--- config.mk ---
export PLATFORM = sky130hd
export DESIGN_NAME = cow_clock_out_wait
export DESIGN_NICKNAME = d
export VERILOG_FILES = /design/src/cow_pkg.sv /design/src/cow_clock_out_wait.sv /design/src/cow_divider.sv /design/src/cow_wait_counter.sv
export SDC_FILE = /design/constraint.sdc
export NUM_CORES = 1
export LEC_CHECK = 0
export ABC_CLOCK_PERIOD_IN_PS = 2930
export BUFFER_PORTS_ARGS = -buffer_cell sky130_fd_sc_hd__buf_2
export CAP_MARGIN = 25
export CORE_UTILIZATION = 40
export CTS_BUF_LIST = sky130_fd_sc_hd__clkbuf_8
export CTS_CLUSTER_DIAMETER = 40
export CTS_CLUSTER_SIZE = 28
export DETAILED_ROUTE_END_ITERATION = 12
export SLEW_MARGIN = 0
export SYNTH_ARGS = -nofsm -noshare
export SYNTH_HDL_FRONTEND = slang
export SYNTH_HIERARCHICAL = 1
export SYNTH_SLANG_ARGS = --single-unit
--- constraint.sdc ---
create_clock -name hclk -period 2.93 [get_ports hclk]
set_input_delay 0.1465 -clock hclk [delete_from_list [all_inputs] [get_ports hclk]]
set_output_delay 0.1465 -clock hclk [all_outputs]
set_load 0.03 [all_outputs]
--- src/cow_pkg.sv ---
// Constants and types shared by the clock output and oscillator wait block
package cow_pkg;

  // ****************************************************************
  // Register indices (byte address is four times the index)
  // ****************************************************************
  localparam logic [29:0] OUT_CTL_IDX  = 30'h0000_5065;
  localparam logic [29:0] WAIT_CTL_IDX = 30'h0000_507D;
  localparam logic [29:0] OSC_CTL_IDX  = 30'h0000_5090;
  localparam logic [29:0] STAT_IDX     = 30'h0000_5091;

  // ****************************************************************
  // Field positions
  // ****************************************************************
  localparam int DIV_LSB      = 4;
  localparam int SRC_LSB      = 2;
  localparam int OE_BIT       = 0;
  localparam int WT_FB_LSB    = 6;
  localparam int WT_FA_LSB    = 4;
  localparam int WT_SB_LSB    = 2;
  localparam int WT_SA_LSB    = 0;
  localparam int OSC_SSEL_BIT = 3;
  localparam int OSC_FB_BIT   = 2;
  localparam int OSC_SL_BIT   = 1;
  localparam int OSC_FA_BIT   = 0;

  // ****************************************************************
  // Reset values and encodings
  // ****************************************************************
  localparam logic [2:0] DIV_RESET  = 3'h0;
  localparam logic [1:0] SRC_RESET  = 2'h0;
  localparam logic [7:0] WAIT_RESET = 8'h00;
  localparam logic [2:0] OSC_EN_RESET = 3'h1;
  localparam logic [1:0] SRC_RESERVED = 2'h3;
  localparam logic [2:0] HSIZE_WORD   = 3'h2;
  localparam int WAIT_CNT_W = 15;
  localparam int DIV_CNT_W  = 7;

  typedef enum logic [2:0] {
    SEL_NONE = 3'b000,
    SEL_OUT  = 3'b001,
    SEL_WAIT = 3'b010,
    SEL_OSC  = 3'b011,
    SEL_STAT = 3'b100
  } cow_sel_type;

  function automatic cow_sel_type cow_decode(input logic [31:0] addr);
    cow_sel_type sel;
    sel = SEL_NONE;
    if (addr[1:0] == 2'h0) begin
      if (addr[31:2] == OUT_CTL_IDX) sel = SEL_OUT;
      else if (addr[31:2] == WAIT_CTL_IDX) sel = SEL_WAIT;
      else if (addr[31:2] == OSC_CTL_IDX) sel = SEL_OSC;
      else if (addr[31:2] == STAT_IDX) sel = SEL_STAT;
    end
    return sel;
  endfunction : cow_decode

endpackage : cow_pkg

--- src/cow_clock_out_wait.sv ---
// Divided clock output and oscillator stabilisation wait, AHB-Lite slave
//
// What this block does
// - The output clock is the selected source divided by 2 to the divider code, 1/1 up to 1/128.
// - Source code 0 picks fast oscillator B, 1 the slow oscillator, 2 fast oscillator A, 3 is reserved.
// - With the output enable set the divided clock drives its pin, and clearing it stops the pin toggling.
// - After reset the output is disabled and divider and source codes are zero.
// - Fast oscillator B wait codes 0 to 3 give 64, 32, 16 or 8 of its cycles.
// - Fast oscillator A wait codes 0 to 3 give 1024, 512, 256 or 128 of its cycles.
// - Slow source B wait codes 0 to 3 give 64, 32, 16 or 8 slow cycles.
// - Slow source A wait codes 0 to 3 give 16384, 8192, 4096 or 2048 slow cycles.
// - A started oscillator is withheld from the system until its wait has been counted.
// - After reset fast oscillator B waits 64 cycles and the processor runs only after that wait.
// - Switching the system to fast oscillator B right after enabling it gets the clock only after the wait.
// - The fast oscillator B enable resets to 1 so it runs from reset.
//
// Decided for this implementation: register access over AHB-Lite.
`timescale 1ns/1ps
`default_nettype none
module cow_clock_out_wait
  import cow_pkg::*;
#(
  parameter int FAST_B_WAIT_BASE = 64,
  parameter int FAST_A_WAIT_BASE = 1024,
  parameter int SLOW_B_WAIT_BASE = 64,
  parameter int SLOW_A_WAIT_BASE = 16384
) (
  // Clock and reset
  input  wire logic        hclk,
  input  wire logic        hresetn,
  // AHB-Lite slave
  input  wire logic        hsel,
  input  wire logic [31:0] haddr,
  input  wire logic [1:0]  htrans,
  input  wire logic        hwrite,
  input  wire logic [2:0]  hsize,
  input  wire logic [31:0] hwdata,
  input  wire logic        hready,
  output logic      [31:0] hrdata,
  output logic             hreadyout,
  output logic             hresp,
  // Oscillator clock pins
  input  wire logic        fast_osc_b_clk,
  input  wire logic        slow_osc_clk,
  input  wire logic        fast_osc_a_clk,
  // Oscillator enables and gate states
  output logic             fast_osc_b_on,
  output logic             slow_osc_on,
  output logic             fast_osc_a_on,
  output logic             slow_src_b_sel,
  output logic             fast_osc_b_supply,
  output logic             slow_osc_supply,
  output logic             fast_osc_a_supply,
  output logic             cpu_run,
  // Divided clock pin
  output logic             divided_clock_out_b,
  output logic             divided_clock_out_b_oe
);

  // ****************************************************************
  // Parameter checks
  // ****************************************************************
  localparam int CNT_MAX = (1 << WAIT_CNT_W) - 1;
  if (FAST_B_WAIT_BASE < 8 || FAST_B_WAIT_BASE > CNT_MAX ||
      FAST_A_WAIT_BASE < 8 || FAST_A_WAIT_BASE > CNT_MAX ||
      SLOW_B_WAIT_BASE < 8 || SLOW_B_WAIT_BASE > CNT_MAX ||
      SLOW_A_WAIT_BASE < 8 || SLOW_A_WAIT_BASE > CNT_MAX) begin : g_bad
    $error("cow_clock_out_wait: wait base out of range");
  end

  // Wait length halves with each step of the two-bit code
  function automatic logic [WAIT_CNT_W-1:0] wait_len(input int base,
                                                     input logic [1:0] code);
    return WAIT_CNT_W'(base >> code);
  endfunction : wait_len

  // ****************************************************************
  // State
  // ****************************************************************
  // Oscillator index: 0 fast B, 1 slow, 2 fast A (same as source code)
  typedef struct packed {
    logic [2:0]  sync1;
    logic [2:0]  sync2;
    logic [2:0]  sync3;
    logic [2:0]  div;
    logic [1:0]  src;
    logic        oe;
    logic [7:0]  wait_sel;
    logic [2:0]  osc_en;
    logic        slow_sel_b;
    logic        cpu_run;
    logic        dp_write;
    cow_sel_type dp_sel;
    logic [31:0] hrdata;
    logic        hreadyout;
    logic        hresp;
  } cow_state_type;

  localparam cow_state_type STATE_RESET = '{
    sync1: 3'h0, sync2: 3'h0, sync3: 3'h0,
    div: DIV_RESET, src: SRC_RESET, oe: 1'b0,
    wait_sel: WAIT_RESET, osc_en: OSC_EN_RESET,
    slow_sel_b: 1'b0, cpu_run: 1'b0,
    dp_write: 1'b0, dp_sel: SEL_NONE,
    hrdata: 32'h0000_0000, hreadyout: 1'b1, hresp: 1'b0
  };

  cow_state_type st_reg;
  cow_state_type st_next;

  logic [2:0] sup;
  logic [2:0] tick;
  logic       ap;
  logic       src_ok;
  logic       sel_level;
  logic       sel_tick;
  logic       sel_live;
  logic [WAIT_CNT_W-1:0] len_fb;
  logic [WAIT_CNT_W-1:0] len_fa;
  logic [WAIT_CNT_W-1:0] len_sl;

  assign ap = hsel && htrans[1] && hready;
  // Edge detect reads only the second and third stages
  assign tick = st_reg.sync2 & ~st_reg.sync3;

  // ****************************************************************
  // Wait lengths
  // ****************************************************************
  assign len_fb = wait_len(FAST_B_WAIT_BASE,
                           st_reg.wait_sel[WT_FB_LSB +: 2]);
  assign len_fa = wait_len(FAST_A_WAIT_BASE,
                           st_reg.wait_sel[WT_FA_LSB +: 2]);
  // Slow source choice picks which table governs the slow wait
  assign len_sl = st_reg.slow_sel_b ?
                  wait_len(SLOW_B_WAIT_BASE,
                           st_reg.wait_sel[WT_SB_LSB +: 2]) :
                  wait_len(SLOW_A_WAIT_BASE,
                           st_reg.wait_sel[WT_SA_LSB +: 2]);

  // ****************************************************************
  // Source multiplexer
  // ****************************************************************
  // Only a stabilised oscillator feeds the pin; reserved code stays low
  assign src_ok    = (st_reg.src != SRC_RESERVED);
  assign sel_level = src_ok && st_reg.sync2[st_reg.src];
  assign sel_tick  = src_ok && tick[st_reg.src];
  assign sel_live  = src_ok && sup[st_reg.src];

  // ****************************************************************
  // Next state
  // ****************************************************************
  always_comb begin
    st_next = st_reg;
    st_next.sync1 = {fast_osc_a_clk, slow_osc_clk, fast_osc_b_clk};
    st_next.sync2 = st_reg.sync1;
    st_next.sync3 = st_reg.sync2;
    // Processor start waits for the fast B gate, held until reset
    st_next.cpu_run = st_reg.cpu_run | sup[0];

    if (st_reg.dp_write) begin
      unique case (st_reg.dp_sel)
        SEL_OUT: begin
          // Bits 7 and 1 have no storage
          st_next.div = hwdata[DIV_LSB +: 3];
          st_next.src = hwdata[SRC_LSB +: 2];
          st_next.oe  = hwdata[OE_BIT];
        end
        SEL_WAIT: begin
          st_next.wait_sel = hwdata[7:0];
        end
        SEL_OSC: begin
          st_next.slow_sel_b = hwdata[OSC_SSEL_BIT];
          st_next.osc_en     = {hwdata[OSC_FA_BIT], hwdata[OSC_SL_BIT],
                                hwdata[OSC_FB_BIT]};
        end
        SEL_STAT: begin
        end
        SEL_NONE: begin
        end
      endcase
    end

    st_next.dp_write = ap && hwrite && (hsize == HSIZE_WORD);
    st_next.dp_sel   = ap ? cow_decode(haddr) : SEL_NONE;

    // Read data built from the updated registers so a write followed
    // directly by a read returns the new value
    if (ap && !hwrite) begin
      unique case (cow_decode(haddr))
        SEL_OUT: begin
          st_next.hrdata = {24'h000000, 1'b0, st_next.div,
                            st_next.src, 1'b0, st_next.oe};
        end
        SEL_WAIT: begin
          st_next.hrdata = {24'h000000, st_next.wait_sel};
        end
        SEL_OSC: begin
          st_next.hrdata = {28'h0000000, st_next.slow_sel_b,
                            st_next.osc_en[0], st_next.osc_en[1],
                            st_next.osc_en[2]};
        end
        SEL_STAT: begin
          st_next.hrdata = {28'h0000000, st_reg.cpu_run,
                            sup[0], sup[1], sup[2]};
        end
        SEL_NONE: begin
          st_next.hrdata = 32'h0000_0000;
        end
      endcase
    end
    st_next.hreadyout = 1'b1;
    st_next.hresp     = 1'b0;
  end

  // Reset: output off, codes zero, only fast oscillator B enabled
  always_ff @(posedge hclk or negedge hresetn) begin
    if (!hresetn) begin
      st_reg <= STATE_RESET;
    end else begin
      st_reg <= st_next;
    end
  end

  // ****************************************************************
  // Wait counters and divider
  // ****************************************************************
  cow_wait_counter #(.CNT_W(WAIT_CNT_W)) u_wait_fb (
    .hclk     (hclk),
    .hresetn  (hresetn),
    .osc_on   (st_reg.osc_en[0]),
    .osc_tick (tick[0]),
    .wait_len (len_fb),
    .supply   (sup[0])
  );

  cow_wait_counter #(.CNT_W(WAIT_CNT_W)) u_wait_sl (
    .hclk     (hclk),
    .hresetn  (hresetn),
    .osc_on   (st_reg.osc_en[1]),
    .osc_tick (tick[1]),
    .wait_len (len_sl),
    .supply   (sup[1])
  );

  cow_wait_counter #(.CNT_W(WAIT_CNT_W)) u_wait_fa (
    .hclk     (hclk),
    .hresetn  (hresetn),
    .osc_on   (st_reg.osc_en[2]),
    .osc_tick (tick[2]),
    .wait_len (len_fa),
    .supply   (sup[2])
  );

  cow_divider #(.CNT_W(DIV_CNT_W)) u_div (
    .hclk     (hclk),
    .hresetn  (hresetn),
    .enable   (st_reg.oe),
    .live     (sel_live),
    .div_code (st_reg.div),
    .level    (sel_level),
    .tick     (sel_tick),
    .clk_out  (divided_clock_out_b)
  );

  // ****************************************************************
  // Outputs
  // ****************************************************************
  assign hrdata                 = st_reg.hrdata;
  assign hreadyout              = st_reg.hreadyout;
  assign hresp                  = st_reg.hresp;
  assign fast_osc_b_on          = st_reg.osc_en[0];
  assign slow_osc_on            = st_reg.osc_en[1];
  assign fast_osc_a_on          = st_reg.osc_en[2];
  assign slow_src_b_sel         = st_reg.slow_sel_b;
  assign fast_osc_b_supply      = sup[0];
  assign slow_osc_supply        = sup[1];
  assign fast_osc_a_supply      = sup[2];
  assign cpu_run                = st_reg.cpu_run;
  assign divided_clock_out_b_oe = st_reg.oe;
endmodule : cow_clock_out_wait
`default_nettype wire

--- src/cow_divider.sv ---
// Power-of-two divider for the second divided clock output
`timescale 1ns/1ps
`default_nettype none
module cow_divider
  import cow_pkg::*;
#(
  parameter int CNT_W = DIV_CNT_W
) (
  // Clock and reset
  input  wire logic       hclk,
  input  wire logic       hresetn,
  // Control
  input  wire logic       enable,
  input  wire logic       live,
  input  wire logic [2:0] div_code,
  // Selected source
  input  wire logic       level,
  input  wire logic       tick,
  // Divided output
  output logic            clk_out
);

  if (CNT_W < DIV_CNT_W) begin : g_bad_width
    $error("cow_divider: CNT_W cannot reach 1/128");
  end

  typedef struct packed {
    logic [CNT_W-1:0] cnt;
    logic             out;
  } cow_div_state_type;

  cow_div_state_type st_reg;
  cow_div_state_type st_next;

  always_comb begin
    st_next = st_reg;
    if (!enable || !live) begin
      // Output parks low so the pin stops toggling
      st_next.cnt = '0;
      st_next.out = 1'b0;
    end else begin
      if (tick) begin
        st_next.cnt = st_reg.cnt + 1'b1;
      end
      // Counter bit k has a period of 2^(k+1) source cycles
      if (div_code == 3'h0) begin
        st_next.out = level;
      end else begin
        st_next.out = st_reg.cnt[div_code - 3'h1];
      end
    end
  end

  always_ff @(posedge hclk or negedge hresetn) begin
    if (!hresetn) begin
      st_reg <= '0;
    end else begin
      st_reg <= st_next;
    end
  end

  assign clk_out = st_reg.out;

endmodule : cow_divider
`default_nettype wire

--- src/cow_wait_counter.sv ---
// Stabilisation wait counter and clock gate for one oscillator
`timescale 1ns/1ps
`default_nettype none
module cow_wait_counter
  import cow_pkg::*;
#(
  parameter int CNT_W = WAIT_CNT_W
) (
  // Clock and reset
  input  wire logic             hclk,
  input  wire logic             hresetn,
  // Oscillator side
  input  wire logic             osc_on,
  input  wire logic             osc_tick,
  input  wire logic [CNT_W-1:0] wait_len,
  // Gate state
  output logic                  supply
);

  if (CNT_W < 4) begin : g_bad_width
    $error("cow_wait_counter: CNT_W too small");
  end

  typedef struct packed {
    logic             on_prev;
    logic [CNT_W-1:0] count;
    logic             supply;
  } cow_wait_state_type;

  cow_wait_state_type st_reg;
  cow_wait_state_type st_next;

  always_comb begin
    st_next = st_reg;
    st_next.on_prev = osc_on;
    if (!osc_on || !st_reg.on_prev) begin
      // Restart on every off-to-on edge; gate closes while off
      st_next.count  = '0;
      st_next.supply = 1'b0;
    end else if (!st_reg.supply && osc_tick) begin
      st_next.count = st_reg.count + 1'b1;
      if (st_next.count >= wait_len) begin
        st_next.supply = 1'b1;
      end
    end
  end

  always_ff @(posedge hclk or negedge hresetn) begin
    if (!hresetn) begin
      st_reg <= '0;
    end else begin
      st_reg <= st_next;
    end
  end

  assign supply = st_reg.supply;

endmodule : cow_wait_counter
`default_nettype wire

==> out/results.ini, run 1 <==
[route]
first_pass_iters=4
post_drt_wl_per_cell_um=13.5
drcViolationCount=0
drtAntennaViolNets=0
finalWirelength_mm=14.1
drtIter0Drc=306
via_count=5047
viasPerCell=4.83

[setup_path]
cp_top_family=simple AND/OR/NAND/NOR gates
end_kind=flop
cp.arrival_ns=2.87
max_stage_delay_ns=0.50
worstPathCellList=and4_4 -> and2_4 -> nand3_2 -> nor2_1 -> xor2_1 -> ha_1 -> and2_1 -> a221o_1 -> a21o_1 -> a21oi_1 -> a31oi_1
worst-path-max-fanout=8
reg2reg_slack_ns=0.31
cp.buffers_inverters=0
critPathRequiredTime_ns=3.18
startpoint_type=flop
crit_type=flop to flop
slowest_stage=dfrtp_1

[finish]
largest_reg_flops=20
drive_gt1_share_pct=17.1
nNetsFinal=947
layout_commonest_cell=dfrtp_1
mostFrequentLayoutCells=dfrtp_1, buf_2, nor2_1, nand2_1, conb_1
area_growth_pct=13.4
final_util_pct=46.4
final_cells=1044
antenna_cells=0

[timing]
fin_setup_tns_ns=0
worst_pin_slew_ns=0.825
finalMaxSlewViolations=0
skew_ns=0.0144
min_period_ns=2.62
finalSetupViolations=0
period_share_pct=89.4
hold_viol_final=0
relSlewSlack_pct=44.9
rsz0062_at_grt=no
fmax_mhz=382
whs_ns=0.0266

[clocking]
htree_levels=3
clk_pin_slew_ns=0.11
cts_made_buffers=9
worstSkewPairLatency_ns=0.38
root_buffer=clkbuf_8
cts_tree=yes
clock-sinks=99
clockBufferDepth=2
post-cts-setup-buffers=0

[hold_path]
hp-class=primary input to flop

[synth]
synth_async_sr_flop_share_pct=100
synthCells=718
syn_area_um2=6750
synth_seq_area_share_pct=36.7
syn_avg_cell_area_um2=9.40
synthFlopType=dfrtp_1
synth_top_area_share_pct=36.3
yosysWarnings=6
synth_cell_type_count=61
synth.largest_area_cell=dfrtp_1
synthTopCellsByArea=dfrtp_1, ha_1, xor2_1
synth_seq_cells=99
synth_edf_count=0

[floorplan]
die_area_um2=17400
rows=47
die_width_um=132
fp.dieH_um=132
core_area_um2=16500
initial_core_util_pct=40.9
io_pins=121

[pwr]
peakVddDrop_uv=241
power_density_nw_per_um2=356
power_leakage_nw=3.47
power_mw=2.73

[global_routing]
grt_remaining_overflow=0
grt_pass1_vias=4821
groute.usage.overall_pct=17.4
grt_pass1_wl_mm=24.1
grt_antenna_before_repair=1
grt_max_degree=100

[status]
status=finished clean

[placement]
port_buffers=69
dpl.cell_count=1021
dp_hpwl_mm=10.8
gp_congestion=0.776

[flow_run]
maxCapViolations=0

-- metrics by stage --
stage	area, µm²	setup slack (ns)
2_1_floorplan	6950	0.474
3_3_place_gp	7340	0.370
3_5_place_dp	7340	0.341
4_1_cts	7660	0.328
5_1_grt	7660	0.153
6_report	7660	0.312
-- per-layer routing --
metal / global-route usage [%] / vias to the layer above / share of wire, %
li1: - / 2584 / -
met1: 24.9 / 2358 / 51
met2: 26.6 / 88 / 45
met3: 2.58 / 15 / 3.1
met4: 6.14 / 2 / 1.3
met5: 0 / - / 0.057
-- Yosys cell counts (all sizes together), types with 8 or more instances --
cell    number
o21ai       22
inv         50
ha          51
and2        23
nor4         8
xor2        40
and4        12
nor3        13
nor2b       18
clkbuf       8
mux2        15
a21oi       29
xnor2       37
dfrtp       98
nand2b      12
mux2i        8
nand4       12
nand3       26
nor2        57
nand2       56
buf         42
or3         16
-- final cells by class --
| class | count | area [µm²] |
|---|---|---|
| fill | 1600 | 8860 |
| multi-input combinational | 572 | 3950 |
| clock inverter | 7 | 130 |
| inverter | 50 | 188 |
| timing repair buffer | 87 | 513 |
| tap | 220 | 275 |
| clock buffer | 9 | 124 |
| sequential | 99 | 2480 |
-- cell families after synthesis --
logic type,count (synthesis),synth area share [%]
and+or+nand+nor,279,23.9
buffers and inverters,100,7.82
DFF,99,36.7
AOI/OAI and AO/OA,86,8.04
xor gates and xnor gates,77,9.99
adders and majority gates,51,9.45
muxes,24,4.02
other,2,0.111
-- what timing repair did --
action	CTS	global route
endpoints found under the setup margin	0	0
endpoints found under the hold margin	103	0
resized for setup	0	0
hold buffers	7	0
-- tightest hold or removal path, cell delays in order --
cell,delay [ns]
buf_2,0.11
mux2i_1,0.08
inv_1,0.05
-- power breakdown --
part	total (mW)	switching (mW)	leakage, nW	internal, mW
logic	0.230	0.158	2.00	0.0723
clock network	1.11	0.522	0.128	0.583
registers	1.39	0.0111	1.34	1.38
total	2.73	0.691	3.47	2.03
-- final timing paths --
path / start / endpoint / depth (start not counted)
worst min register to register: st_next[61]$_DFF_PN0_ / st_next[58]$_DFF_PN0_ / 0
min in group asynchronous: hresetn / u_wait_fa/st_reg[1]$_DFFE_PN0P_ / 3
worst max register to register: u_wait_sl/st_reg[6]$_DFFE_PN0P_ / u_wait_sl/supply$_DFFE_PN0P_ / 11
worst max-delay path: u_wait_sl/st_reg[6]$_DFFE_PN0P_ / u_wait_sl/supply$_DFFE_PN0P_ / 11
worst min-delay path: hwdata[0] / divided_clock_out_b_oe$_DFF_PN0_ / 3
max in group asynchronous: hresetn / u_wait_sl/st_reg[13]$_DFFE_PN0P_ / 3
No activity file was read; power rests on OpenSTA's default activity.
==> inputs of run 2 (changes only) <==
- CORE_MARGIN: not set -> 2
- CTS_CLUSTER_DIAMETER: 40 -> 200
==> run 2 against run 1 <==
Net effect:
- setup slack better by 0.0012 ns
- first-iteration DRC count up 2.9%
- cell count unchanged
- critical path depth unchanged
- utilization down 0.24 points
- highest routed layer is now met4
- maximum frequency about the same
- largest cell class unchanged
- total power down 3.7%
==> out/results.ini, run 2 (synthesis gave the netlist of run 1 again) <==
[global_routing]
grt_max_degree=52
use_met3_pct=2.61
groute.usage.overall_pct=16.8
grtUsageMet2_pct=26.6
grt_pass1_vias=4803
grt_pass1_wl_mm=24.0
gr-usage-met1_pct=23.6
grt_most_used_layer=met2
grt_antenna_before_repair=1
grt_remaining_overflow=0

[clocking]
cts_made_buffers=9
clock-sinks=99
clockBufferDepth=2
cts_tree=yes
root_buffer=clkbuf_8
clk_pin_slew_ns=0.10
htree_levels=3
post-cts-setup-buffers=0
worstSkewPairLatency_ns=0.38

[timing]
rsz0062_at_grt=no
relSlewSlack_pct=50.4
finalMaxSlewViolations=0
period_share_pct=89.3
setup_ws_ns=0.313
skew_ns=0.0106
fmax_mhz=382
hold_viol_final=0
fin_setup_tns_ns=0
worst_pin_slew_ns=0.742
min_period_ns=2.62
finalSetupViolations=0

[placement]
gp_congestion=0.823
dp_hpwl_mm=11.1
dpl.cell_count=1019
preCtsSetupSlack_ns=0.338
port_buffers=69

[pwr]
power_density_nw_per_um2=344
power_leakage_nw=3.44
power_mw=2.62
peakVddDrop_uv=197

[setup_path]
slowest_stage=dfrtp_1
reg2reg_depth=11
cp.arrival_ns=2.86
timing.rr.start=u_wait_sl/st_reg[6]$_DFFE_PN0P_
startpoint_type=flop
critPathRequiredTime_ns=3.17
crit_start=u_wait_sl/st_reg[6]$_DFFE_PN0P_
max_stage_delay_ns=0.50
worstPathCellList=and4_4 -> and2_4 -> nand3_2 -> nor2_1 -> xor2_1 -> ha_1 -> and2_1 -> a221o_1 -> a21o_1 -> a21oi_1 -> a31oi_1
r2r-end=u_wait_sl/supply$_DFFE_PN0P_
worst-path-max-fanout=8
crit_type=flop to flop
end_kind=flop
reg2reg_slack_ns=0.31

[hold_path]
holdCritStartpoint=hwdata[6]
min_path_cells=2
worstHoldEndpoint=st_reg[49]$_DFF_PN0_
hp-class=primary input to flop

[route]
drtAntennaViolNets=0
drcViolationCount=0
viasPerCell=4.86
via_count=5073
finalWirelength_mm=14.3
post_drt_wl_per_cell_um=13.7
drtIter0Drc=315
first_pass_iters=4

[floorplan]
die_width_um=134
core_area_um2=16500
fp.dieH_um=134
die_area_um2=17900
initial_core_util_pct=40.9
rows=47
io_pins=121

[finish]
layout_commonest_cell=dfrtp_1
nNetsFinal=945
mostFrequentLayoutCells=dfrtp_1, buf_2, nor2_1, nand2_1, conb_1
fillCellCount=1655
area_growth_pct=12.8
drive_gt1_share_pct=16.9
final_cells=1044
largest_reg_flops=20

[status]
status=finished clean

[flow_run]
maxCapViolations=0

==> run 2: critical path, delay by kind of cell (launching register included) <==
| kind | cells | cell delay, ns |
|---|---|---|
| AND/OR/NAND/NOR | 5 | 0.84 |
| flip-flops | 1 | 0.50 |
| AO/OA/AOI/OAI | 4 | 0.72 |
| XOR/XNOR | 1 | 0.16 |
| adder cells (fa/ha/maj) | 1 | 0.26 |
==> run 2: worst max-delay path by stage <==
stage,endpoint,cells past startpoint
after CTS,u_wait_sl/supply$_DFFE_PN0P_,11
final,u_wait_sl/supply$_DFFE_PN0P_,11
after detailed placement,u_wait_sl/supply$_DFFE_PN0P_,11
after floorplan,u_wait_fb/supply$_DFFE_PN0P_,11
after global placement,u_wait_sl/supply$_DFFE_PN0P_,11
after global routing,u_wait_sl/supply$_DFFE_PN0P_,11
==> run 2: report_power, final <==
group	switching [mW]	total, mW	internal (mW)
clock	0.518	1.01	0.488
combinational	0.157	0.228	0.0707
sequential	0.0112	1.39	1.38
==> run 2: stage by stage <==
stage          cell area, µm²  util [%]  hold slack, ns
5_1_grt                  7610      46.1          0.0272
6_report                 7620      46.1          0.0367
3_3_place_gp             7320      44.3           0.209
4_1_cts                  7610      46.1          0.0202
2_1_floorplan            6950         -          -0.149
3_5_place_dp             7320      44.3           0.215
==> run 2: final cells by class <==
cell class / instances / area [µm²] / share of cell area, %
clock inverter: 7 / 100 / 1.31
inverter: 50 / 188 / 2.46
tap: 220 / 275 / 3.61
sequential: 99 / 2480 / 32.5
antenna: 2 / 5.00 / 0.0657
timing repair buffer: 85 / 498 / 6.54
clock buffer: 9 / 124 / 1.63
multi-input combinational: 572 / 3950 / 51.9
==> run 2: metal layers <==
layer | wire length (µm) | up-vias
met5 | 0 | -
met4 | 195 | 0
met3 | 574 | 12
met2 | 6520 | 93
met1 | 6970 | 2387
li1 | - | 2581
==> run 2: what timing repair did <==
action                                 in CTS  in global routing
endpoints found under the hold margin      52                  0
setup endpoints to repair                   0                  0
hold buffers                                7                  0
resized for setup                           0                  0
==> inputs of run 3 (changes only) <==
- CELL_PAD_IN_SITES_DETAIL_PLACEMENT: not set -> 1
- CELL_PAD_IN_SITES_GLOBAL_PLACEMENT: not set -> 1
- PLACE_DENSITY_LB_ADDON: not set -> 0.1
==> run 3 against run 2 <==
Net effect:
- largest cell class unchanged
- non-clock buffer count down 5
- sequential cell count unchanged
- sequential share of layout area up 0.25 points
- worst hold slack worse by 0.027 ns
- maximum frequency down 3.7%
- utilization down 0.36 points
- clock power down 5%
- setup slack worse by 0.10 ns
- critical path type unchanged
- highest routed layer unchanged
- routed wire length up 17%
- count of clock-buffer cells in the layout unchanged
==> out/results.ini, run 3 (synthesis gave the netlist of run 1 again) <==
[status]
status=finished clean

[pwr]
power_leakage_nw=3.42
power_density_nw_per_um2=342
peakVddDrop_uv=203

[placement]
gp_congestion=0.805
port_buffers=69
dp_hpwl_mm=13.1
place_area_um2=7310

[timing]
min_period_ns=2.72
worst_pin_slew_ns=0.825
hold_viol_final=0
finalSetupViolations=0
relSlewSlack_pct=44.9
period_share_pct=92.7
fmax_mhz=368
skew_ns=0.0133
finalMaxSlewViolations=0
rsz0062_at_grt=no
fin_setup_tns_ns=0

[setup_path]
reg2reg_depth=11
startpoint_type=flop
worst-path-max-fanout=8
max_stage_delay_ns=0.52
end_kind=flop
cp.arrival_ns=2.99
worstPathCellList=and4_4 -> and2_4 -> nand3_2 -> nor2_1 -> xor2_1 -> ha_1 -> and2_1 -> a221o_1 -> a21o_1 -> a21oi_1 -> a31oi_1
crit_type=flop to flop
timing.rr.start=u_wait_sl/st_reg[6]$_DFFE_PN0P_
critPathRequiredTime_ns=3.20
reg2reg_slack_ns=0.21
r2r-end=u_wait_sl/supply$_DFFE_PN0P_
slowest_stage=dfrtp_1

[floorplan]
core_area_um2=16500
initial_core_util_pct=40.9
die_width_um=134
io_pins=121
fp.dieH_um=134
rows=47
die_area_um2=17900

[global_routing]
grt_remaining_overflow=0
groute.usage.overall_pct=19.9
grt_pass1_vias=5673
grt_pass1_wl_mm=28.4
gr-usage-met1_pct=26.0
grt_antenna_before_repair=1
use_met3_pct=3.67
grt_most_used_layer=met2
grtUsageMet2_pct=33.9
grt_max_degree=54

[route]
viasPerCell=5.12
drtIter0Drc=183
post_drt_wl_per_cell_um=16.1
finalWirelength_mm=16.7
via_count=5311
drtAntennaViolNets=0
drcViolationCount=0
first_pass_iters=4

[finish]
area_growth_pct=12.0
mostFrequentLayoutCells=dfrtp_1, buf_2, nor2_1, nand2_1, conb_1
layout_commonest_cell=dfrtp_1
drive_gt1_share_pct=16.9
nNetsFinal=940
final_util_pct=45.8
fin_area_um2=7560
largest_reg_flops=20

[clocking]
root_buffer=clkbuf_8
clock-sinks=99
htree_levels=3
clockBufferDepth=2
cts_made_buffers=9
clk_pin_slew_ns=0.11
worstSkewPairLatency_ns=0.40
cts_tree=yes

[hold_path]
hp-class=primary input to flop
worstHoldEndpoint=st_reg[37]$_DFF_PN0_
min_path_cells=3
holdCritStartpoint=hsize[0]

[flow_run]
maxCapViolations=0

-- run 3: layout make-up --
cell class | instances | area [µm²]
Sequential cell | 99 | 2480
Timing Repair Buffer | 80 | 453
Multi-Input combinational cell | 572 | 3960
Clock inverter | 7 | 82.6
Inverter | 50 | 188
Antenna cell | 1 | 2.50
Clock buffer | 9 | 124
Tap cell | 220 | 275
Fill cell | 1990 | 8960
-- run 3: worst max path at each step --
stage | startpoint | end | cells past startpoint
after floorplan | u_wait_fb/st_reg[3]$_DFFE_PN0P_ | u_wait_fb/supply$_DFFE_PN0P_ | 11
after global placement | u_wait_fa/st_reg[1]$_DFFE_PN0P_ | u_wait_fa/supply$_DFFE_PN0P_ | 10
after detailed placement | u_wait_fa/st_reg[1]$_DFFE_PN0P_ | u_wait_fa/supply$_DFFE_PN0P_ | 10
after CTS | u_wait_fa/st_reg[1]$_DFFE_PN0P_ | u_wait_fa/supply$_DFFE_PN0P_ | 10
after global routing | u_wait_fb/st_reg[6]$_DFFE_PN0P_ | u_wait_fb/supply$_DFFE_PN0P_ | 11
final | u_wait_sl/st_reg[6]$_DFFE_PN0P_ | u_wait_sl/supply$_DFFE_PN0P_ | 11
-- run 3: report_power, final --
part,internal (mW),leakage [nW],switching [mW]
logic,0.0685,1.97,0.164
registers,1.38,1.34,0.0107
clock network,0.410,0.105,0.552
total,1.86,3.42,0.727
-- run 3: metrics by stage --
stage / hold slack (ns) / instances / power (mW) / setup slack (ns)
6_report: 0.00970 / 1038 / 2.58 / 0.213
5_1_grt: 0.00331 / 1037 / 2.70 / 0.0201
4_1_cts: 0.00169 / 1037 / 2.62 / 0.156
3_5_place_dp: 0.224 / 1017 / 1.65 / 0.197
3_3_place_gp: 0.211 / 1017 / 1.64 / 0.230
2_1_floorplan: -0.149 / 771 / 1.57 / 0.474
-- run 3: repair_timing --
action,in CTS,in global routing
gates resized for setup,0,1
setup endpoints to repair,0,1
buffers inserted,0,0
hold buffers,4,0
endpoints found under the hold margin,49,0
-- run 3: critical path: cells and delay by family, from the launching register on --
kind                     cells  cell delay (ns)
AO/OA/AOI/OAI                4             0.72
AND/OR/NAND/NOR              5             0.88
XOR/XNOR                     1             0.20
flip-flops                   1             0.52
adder cells (fa/ha/maj)      1             0.27
-- run 3: layer usage --
layer	share of wire, %	routed length (µm)	up-vias
li1	-	-	2571
met1	46	7700	2622
met2	49	8140	99
met3	3.7	613	19
met4	1.8	302	0
met5	0	0	-
